===== src/common/pia_pkg.sv =====
// ==========================================================================
// shared constants of the peripheral interrupt aggregation block
// ==========================================================================
package pia_pkg;

	// ======================================================================
	// sizes
	localparam int NUM_LINES        = 23;  // numbered lines towards the core
	localparam int LINE_W           = 5;   // width of a line number
	localparam int SRC_W            = 8;   // flag bits per peripheral
	localparam int NUM_SYS          = 7;   // system peripherals
	localparam int NUM_SERIAL       = 6;   // serial units
	localparam int NUM_TIMER        = 8;   // timer units
	localparam int NUM_PRIO_REGS    = 8;   // priority register bank
	localparam int PRIO_IDX_W       = 3;
	localparam int PRIO_REG_W       = 32;
	localparam int PRIO_W           = 2;   // implemented priority bits
	localparam int LINES_PER_PRIO   = 4;   // one byte field per line
	localparam int PRIO_FIELD_BITS  = 8;
	localparam int PRIO_FIELD_TOP   = 7;   // priority sits in the top bits

	// ======================================================================
	// line map
	localparam int LINE_POWER        = 0;
	localparam int LINE_SYS_CONTROL  = 1;
	localparam int LINE_WATCHDOG     = 2;
	localparam int LINE_RTC          = 3;
	localparam int LINE_EXT_IRQ      = 4;
	localparam int LINE_NVM          = 5;
	localparam int LINE_EVENT_ROUTER = 6;
	localparam int LINE_SERIAL_BASE  = 7;
	localparam int LINE_TIMER_BASE   = 13;
	localparam int LINE_ADC          = 21;
	localparam int LINE_ANALOG_CMP   = 22;

	// ======================================================================
	// reset values
	localparam logic [SRC_W-1:0]      FLAG_RST    = 8'h00;
	localparam logic [SRC_W-1:0]      ENABLE_RST  = 8'h00;
	localparam logic [PRIO_REG_W-1:0] PRIO_RST    = 32'h00000000;

	// ======================================================================
	// peripheral-side write kinds
	typedef enum logic [1:0] {
		PIA_WR_FLAG_CLR = 2'h0,
		PIA_WR_EN_SET   = 2'h1,
		PIA_WR_EN_CLR   = 2'h3
	} pia_wr_kind_e;

endpackage


===== src/logic/pia_src_unit.sv =====
`timescale 1ns/100ps
// ==========================================================================
// one peripheral: sticky flags, individual enables, one gated request
// ==========================================================================
module pia_src_unit #(
	parameter int SRC_W = pia_pkg::SRC_W
) (
	input  wire logic             clk,
	input  wire logic             rst,
	input  wire logic [SRC_W-1:0] events,
	input  wire logic             flag_clear_we,
	input  wire logic             enable_set_we,
	input  wire logic             enable_clear_we,
	input  wire logic [SRC_W-1:0] wr_data,
	output logic      [SRC_W-1:0] pending_event_flags,
	output logic      [SRC_W-1:0] enables,
	output logic                  irq
);

	logic [SRC_W-1:0] next_flags;
	logic [SRC_W-1:0] next_enables;
	logic [SRC_W-1:0] clr_mask;

	// ======================================================================
	// next values; a new event beats a clear in the same cycle
	assign clr_mask     = flag_clear_we ? wr_data : '0;
	assign next_flags   = (pending_event_flags & ~clr_mask) | events;
	assign next_enables = enable_set_we   ? (enables | wr_data)
	                    : enable_clear_we ? (enables & ~wr_data)
	                    : enables;

	// ======================================================================
	// request follows flags and enables exactly, from the next values
	always_ff @(posedge clk) begin
		if (rst) begin
			pending_event_flags <= pia_pkg::FLAG_RST;
			enables             <= pia_pkg::ENABLE_RST;
			irq                 <= 1'b0;
		end else begin
			pending_event_flags <= next_flags;
			enables             <= next_enables;
			irq                 <= |(next_flags & next_enables);
		end
	end
endmodule


===== src/logic/pia_aggregator.sv =====
`timescale 1ns/100ps

// ==========================================================================
// peripheral interrupt aggregation and core-side line controller
// ==========================================================================
module pia_aggregator #(
	parameter int NUM_LINES = pia_pkg::NUM_LINES,
	parameter int SRC_W     = pia_pkg::SRC_W,
	parameter int PRIO_W    = pia_pkg::PRIO_W
) (
	input  wire logic                                         clk,
	input  wire logic                                         rst,
	// peripheral interrupt conditions, one-cycle or level
	input  wire logic [pia_pkg::NUM_SYS*SRC_W-1:0]            sys_unit_events,
	input  wire logic [pia_pkg::NUM_SERIAL*SRC_W-1:0]         serial_unit_events,
	input  wire logic [pia_pkg::NUM_TIMER*SRC_W-1:0]          timer_unit_events,
	input  wire logic [SRC_W-1:0]                             adc_unit_events,
	input  wire logic [SRC_W-1:0]                             analog_comparator_unit_events,
	input  wire logic                                         ext_nmi_event,
	// peripheral flag and enable writes, the unit addressed by its line
	input  wire logic                                         unit_wr_valid,
	input  wire logic [pia_pkg::LINE_W-1:0]                   unit_wr_line,
	input  wire pia_pkg::pia_wr_kind_e                        unit_wr_kind,
	input  wire logic [SRC_W-1:0]                             unit_wr_data,
	// core line controller writes, one-cycle bit masks
	input  wire logic [NUM_LINES-1:0]                         line_pending_set_reg,
	input  wire logic [NUM_LINES-1:0]                         line_pending_clear_reg,
	input  wire logic [NUM_LINES-1:0]                         line_enable_set_reg,
	input  wire logic [NUM_LINES-1:0]                         line_enable_clear_reg,
	input  wire logic                                         prio_wr_valid,
	input  wire logic [pia_pkg::PRIO_IDX_W-1:0]               prio_wr_index,
	input  wire logic [pia_pkg::PRIO_REG_W-1:0]               prio_wr_data,
	// results
	output logic      [NUM_LINES-1:0]                         periph_irq,
	output logic      [NUM_LINES-1:0]                         pending_set_bits,
	output logic      [NUM_LINES-1:0]                         line_enable_bits,
	output logic      [SRC_W-1:0]                             unit_flag_rd,
	output logic                                              core_irq_valid,
	output logic      [pia_pkg::LINE_W-1:0]                   core_irq_line,
	output logic      [PRIO_W-1:0]                            core_irq_prio,
	output logic                                              nmi_req
);

	logic [NUM_LINES-1:0][SRC_W-1:0]  line_events;
	logic [NUM_LINES-1:0][SRC_W-1:0]  line_flags;
	logic [NUM_LINES-1:0]             src_irq;
	logic [NUM_LINES-1:0]             flag_clear_we;
	logic [NUM_LINES-1:0]             enable_set_we;
	logic [NUM_LINES-1:0]             enable_clear_we;
	logic [NUM_LINES-1:0][PRIO_W-1:0] line_prio;
	logic [NUM_LINES-1:0]             next_pending;
	logic [NUM_LINES-1:0]             next_enable;
	logic [NUM_LINES-1:0]             candidates;
	logic                             next_valid;
	logic [pia_pkg::LINE_W-1:0]       next_line;
	logic [PRIO_W-1:0]                next_prio;

	logic [pia_pkg::NUM_PRIO_REGS-1:0][pia_pkg::PRIO_REG_W-1:0] line_priority_regs;

	// ======================================================================
	// fixed routing of peripherals onto lines
	generate
		for (genvar s = 0; s < pia_pkg::NUM_SYS; s++) begin : g_sys
			// system units arrive in line order: power, control, watchdog,
			// counter, external unit, memory controller, event router
			assign line_events[pia_pkg::LINE_POWER + s] =
				sys_unit_events[s*SRC_W +: SRC_W];
		end
		for (genvar s = 0; s < pia_pkg::NUM_SERIAL; s++) begin : g_serial
			assign line_events[pia_pkg::LINE_SERIAL_BASE + s] =
				serial_unit_events[s*SRC_W +: SRC_W];
		end
		for (genvar s = 0; s < pia_pkg::NUM_TIMER; s++) begin : g_timer
			assign line_events[pia_pkg::LINE_TIMER_BASE + s] =
				timer_unit_events[s*SRC_W +: SRC_W];
		end
	endgenerate
	assign line_events[pia_pkg::LINE_ADC]        = adc_unit_events;
	assign line_events[pia_pkg::LINE_ANALOG_CMP] = analog_comparator_unit_events;

	// ======================================================================
	// per-line peripheral units and their write decode
	generate
		for (genvar l = 0; l < NUM_LINES; l++) begin : g_unit
			logic hit;
			assign hit                = unit_wr_valid
			                          && unit_wr_line == pia_pkg::LINE_W'(l);
			assign flag_clear_we[l]   = hit && unit_wr_kind == pia_pkg::PIA_WR_FLAG_CLR;
			assign enable_set_we[l]   = hit && unit_wr_kind == pia_pkg::PIA_WR_EN_SET;
			assign enable_clear_we[l] = hit && unit_wr_kind == pia_pkg::PIA_WR_EN_CLR;

			// the unit itself ORs its gated flags into one request
			pia_src_unit #(
				.SRC_W (SRC_W)
			) u_src (
				.clk                 (clk),
				.rst                 (rst),
				.events              (line_events[l]),
				.flag_clear_we       (flag_clear_we[l]),
				.enable_set_we       (enable_set_we[l]),
				.enable_clear_we     (enable_clear_we[l]),
				.wr_data             (unit_wr_data),
				.pending_event_flags (line_flags[l]),
				.enables             (),
				.irq                 (src_irq[l])
			);

			// priority field of this line sits in the top bits of its byte
			assign line_prio[l] = line_priority_regs[l / pia_pkg::LINES_PER_PRIO]
				[(l % pia_pkg::LINES_PER_PRIO) * pia_pkg::PRIO_FIELD_BITS
				 + pia_pkg::PRIO_FIELD_TOP -: PRIO_W];
		end
	endgenerate

	// ======================================================================
	// pending and line enable next values
	// hardware requests and software sets beat a pending clear; for the line
	// enable a simultaneous set and clear leaves the line disabled
	assign next_pending = (pending_set_bits & ~line_pending_clear_reg)
	                    | line_pending_set_reg | src_irq;
	assign next_enable  = (line_enable_bits | line_enable_set_reg)
	                    & ~line_enable_clear_reg;
	assign candidates   = pending_set_bits & line_enable_bits;

	// ======================================================================
	// arbitration: lowest priority value wins, lowest line number on a tie
	always_comb begin
		next_valid = 1'b0;
		next_line  = '0;
		next_prio  = '0;
		for (int l = NUM_LINES - 1; l >= 0; l--) begin
			if (candidates[l] && (!next_valid || line_prio[l] <= next_prio)) begin
				next_valid = 1'b1;
				next_line  = pia_pkg::LINE_W'(l);
				next_prio  = line_prio[l];
			end
		end
	end

	// ======================================================================
	// line controller state
	always_ff @(posedge clk) begin
		if (rst) begin
			pending_set_bits <= '0;
			line_enable_bits <= '0;
		end else begin
			pending_set_bits <= next_pending;
			line_enable_bits <= next_enable;
		end
	end

	// priority bank; only the top field bits are ever looked at
	always_ff @(posedge clk) begin
		if (rst) begin
			line_priority_regs <= {pia_pkg::NUM_PRIO_REGS{pia_pkg::PRIO_RST}};
		end else if (prio_wr_valid) begin
			line_priority_regs[prio_wr_index] <= prio_wr_data;
		end
	end

	// ======================================================================
	// registered outputs; the active choice lags pending by one cycle
	always_ff @(posedge clk) begin
		if (rst) begin
			periph_irq     <= '0;
			unit_flag_rd   <= '0;
			core_irq_valid <= 1'b0;
			core_irq_line  <= '0;
			core_irq_prio  <= '0;
			nmi_req        <= 1'b0;
		end else begin
			periph_irq     <= src_irq;
			unit_flag_rd   <= (unit_wr_line < pia_pkg::LINE_W'(NUM_LINES))
			                ? line_flags[unit_wr_line] : '0;
			core_irq_valid <= next_valid;
			core_irq_line  <= next_line;
			core_irq_prio  <= next_prio;
			nmi_req        <= ext_nmi_event;
		end
	end

	// helper: priority of the line now presented
	logic [PRIO_W-1:0] shown_prio;
	assign shown_prio = line_prio[core_irq_line];
endmodule


===== config.mk =====
export PLATFORM = sky130hd
export DESIGN_NAME = pia_aggregator
export DESIGN_NICKNAME = d
export VERILOG_FILES = /design/src/common/pia_pkg.sv /design/src/logic/pia_src_unit.sv /design/src/logic/pia_aggregator.sv
export SDC_FILE = /design/constraint.sdc
export NUM_CORES = 1
export LEC_CHECK = 0
export BUFFER_PORTS_ARGS = -buffer_cell sky130_fd_sc_hd__buf_4
export CAP_MARGIN = 10
export CELL_PAD_IN_SITES_DETAIL_PLACEMENT = 1
export CELL_PAD_IN_SITES_GLOBAL_PLACEMENT = 2
export CORE_ASPECT_RATIO = 1.5
export CORE_MARGIN = 3
export CORE_UTILIZATION = 35
export DETAILED_ROUTE_END_ITERATION = 6
export GPL_TIMING_DRIVEN = 0
export PLACE_DENSITY = 0.84
export SYNTH_ARGS = -nofsm -noshare
export SYNTH_HDL_FRONTEND = slang
export SYNTH_SLANG_ARGS = --single-unit

===== constraint.sdc =====
create_clock -name clk -period 67.9 [get_ports clk]
set_input_delay 3.395 -clock clk [delete_from_list [all_inputs] [get_ports clk]]
set_output_delay 3.395 -clock clk [all_outputs]
set_load 0.05 [all_outputs]

==> metrics.txt <==
largest net degree at the start of global routing 15; Worst Path Buf+Inv 4; total grt overflow 0; Die X-Extent 214.8 microns; cts repair resizes 0; Place WS 36.75 ns; CP max stage delay 0.60 ns; wirelength, routed approximately 110,000 microns; period utilisation layout 46.40%; CTS tree built; Post-Synthesis Cell Area between 0.02 and 0.025 sq mm; internal power 527.3 uW; Synth top area share 45.76%; Worst Tran Pin Value 1.268 ns; Sequential Power Share between 40% and 50%; Reg2Reg Depth about 140; DRT iter0 DRCs 1,697; Final Wtd Congestion between 1 and 1.5; drt wl/cell 27.46 microns; Fin Setup TNS 0 ns; CP endpoint core_irq_line[0]$_SDFF_PP0_; P per Cell Area between 20 and 30 mW/mm^2; Clock Path Buffers 3; worst vdd ir around 0.000021 V; Starting Density 35.41%; drt drc 0; worst skew pair latency 0.64 ns; worst setup margin approximately 36 ns; Most common cell on crit path ha_1; met3 wire length 6359 microns; crit start category flop; Worst path depth approximately 140; Fin. Hold Viols 0; initial antenna violation count 9; Final setup viols 0; Filler Cells Inserted 7,813; clock slew at reported path FFs around 0.070 ns; DR vias 23,700; post-route ant nets 0; Synth area leader dfxtp_1; vias in the first global route 24,710; crit-path max FO 9; P_leak between 10 and 15 nW; EDFF count, synth 0; fin nets ~3,600; RR Startpoint pending_set_bits[22]$_SDFF_PP0_; GRT Util Overall between 30% and 40%; # Post-CTS Setup Buffers 0; Worst Path Required 68.40 ns; Max Clock Freq 31.74 MHz; RR Endpoint core_irq_line[0]$_SDFF_PP0_; layout cells sized above 1 17.42%; Detailed Place HPWL 88,270 microns; slowest CP cell or4_1; die area slightly below 0.07 sq mm; Netlist cell types 77; IO buf count 381; clock sinks between 500 and 600; Post-Layout Inst Area 0.02862 sq mm; Yosys reg bits 523; syn avg cell area roughly 8 sq um; Final Skew roughly 0.025 ns; clock share of power 41.2%; switching portion of total power 29.09%; FP Rows 114; Max H-tree Level 2; CTS root buf clkbuf_16; Ports 417; Hold WC Path Type flop to flop; status finished, final reports clean; Worst Path Class, Setup flop to flop; Slew HR 15.45%; top sig layer met5; hold buffers post-CTS 0; flop-to-flop setup slack about 36 ns; metal2 WL approximately 56,000 microns; asr flop ratio synth 0%; worst setup path start pending_set_bits[22]$_SDFF_PP0_; RSZ-0062 raised after global routing false; synth-to-layout area growth 25.09%; Final Max Slew Viols 0; Logic pwr share 14.7%; Gate Count Post-Synth 2,783; # placed instances 4,034; die height 319.1 microns; dominant cell by count in the synthesized netlist nor2_1; Yosys Warn Count 0; CTS buffer count 53; wl on met1 41,880 microns; fin cells 4,137; top cells by area, synth dfxtp_1 46%, nor2_1 9.2%, nand2_1 8.2%; worst hold margin between 0.4 and 0.5 ns; Detailed Routing Iterations Pass 1 5; Synth Flop Type dfxtp_1; DP Area 0.02683 sq mm; Data arrival, critical path approximately 32 ns; syn nets 3,158; P_sw 216.3 uW; vias per std cell about 5.7; Tmin final between 30 and 40 ns; Crit. End Element flop; max_cap viols 0; most common library cells after synthesis 561 x nor2_1, 523 x dfxtp_1, 497 x nand2_1; first-pass GRT wire length 162,700 microns; sequential area share after synthesis 45.76%; delay-heaviest family, CP compound AO/OA/AOI/OAI gates; Core ar. 0.06461 sq mm
[registers in the layout (all words and copies together), names as in the netlist]
name and flops:
pending_set_bits 23, core_irq_prio 2, line_prio 46, nmi_req 1
g_unit.u_src.pending_event_flags 184, periph_irq 23, line_enable_bits 23, core_irq_valid 1
g_unit.u_src.irq 23, g_unit.u_src.enables 184, unit_flag_rd 8, core_irq_line 5
[worst register-to-register path: cells and delay by family, from the launching register on]
family / cells / cell delay, ns
buf+inv: 4 / 0.41
mux: 4 / 1.46
simple gates: 44 / 9.12
fa+ha+maj: 22 / 6.24
flops: 1 / 0.51
compound gates: 62 / 13.61
[layout make-up]
cell class                 instances  area [sq um]  share of cell area [%]
timing repair buffer             381          2860                   9.995
inverter                          38         142.6                  0.4984
tap                              870          1089                   3.804
clock buffer                      68          1484                   5.185
antenna                            6         15.01                 0.05247
sequential                       523         10470                   36.59
buffer                           154         588.1                   2.055
clock inverter                    29         291.5                   1.019
multi-input combinational       2068         11680                   40.81
[layout by cell type (no fill, tap or decap), drive strengths merged, types with 5 or more instances in the layout]
master	instances
mux4	48
nor3b	6
buf	402
nor4	26
o22ai	94
nor2b	47
nand4	8
dfxtp	523
a22oi	187
and3	7
inv	38
a21oi	271
nand3	17
clkinv	20
or3	6
o31ai	6
mux2i	33
o21bai	5
a21o	9
nand2b	40
clkbuf	201
clkinvlp	5
or2	6
o21ai	26
nand2	497
ha	44
o211ai	21
and2	7
a31oi	5
nor2	563
o21a	6
nor3	32
mux2	7
diode	6
[per-layer routing]
metal / vias up / track usage [%]
met2: 1029 / 56.42
li1: 10580 / -
met3: 346 / 4.556
met4: 2 / 21.87
met5: - / 0
met1: 11750 / 35.18
[power groups by stage]
stage | logic [mW] | clock network, mW | registers (mW)
after detailed placement | 0.108 | 0 | 0.334
after global placement | 0.106 | 0 | 0.334
after floorplan | 0.0486 | 0 | 0.339
after CTS | 0.109 | 0.310 | 0.327
final | 0.110 | 0.306 | 0.328
after global routing | 0.115 | 0.322 | 0.328
[cell families (layout without fill, tap and decap cells)]
logic type	after synthesis	after routing	synth area share (%)
AND/OR/NAND/NOR	1271	1271	23.23
flip-flops	523	523	45.76
multiplexers	88	88	6.530
AO/OA/AOI/OAI	665	665	18.88
buffers and inverters	192	670	3.194
adder cells (fa/ha/maj)	44	44	2.406
other	0	6	0
[worst min-delay path by stage]
stage / from / end / slack, ns / cells after the start
after floorplan: line_prio[0]$_SDFFE_PP0P_ / line_prio[0]$_SDFFE_PP0P_ / 0.44 / 2
after global placement: line_prio[0]$_SDFFE_PP0P_ / line_prio[0]$_SDFFE_PP0P_ / 0.45 / 2
after detailed placement: g_unit[3].u_src.irq$_SDFF_PP0_ / periph_irq[3]$_SDFF_PP0_ / 0.46 / 1
after CTS: g_unit[3].u_src.irq$_SDFF_PP0_ / periph_irq[3]$_SDFF_PP0_ / 0.47 / 1
after global routing: g_unit[0].u_src.irq$_SDFF_PP0_ / periph_irq[0]$_SDFF_PP0_ / 0.48 / 1
final: g_unit[17].u_src.irq$_SDFF_PP0_ / periph_irq[17]$_SDFF_PP0_ / 0.47 / 1
[through the flow]
step | utilization, % | total power [mW]
global route | 44.28 | 0.7660
detailed placement | 41.52 | 0.4422
finish | 44.29 | 0.7436
floorplan | - | 0.3873
global placement | 41.52 | 0.4392
CTS | 44.27 | 0.7462
(Power assumes the default switching activity.)
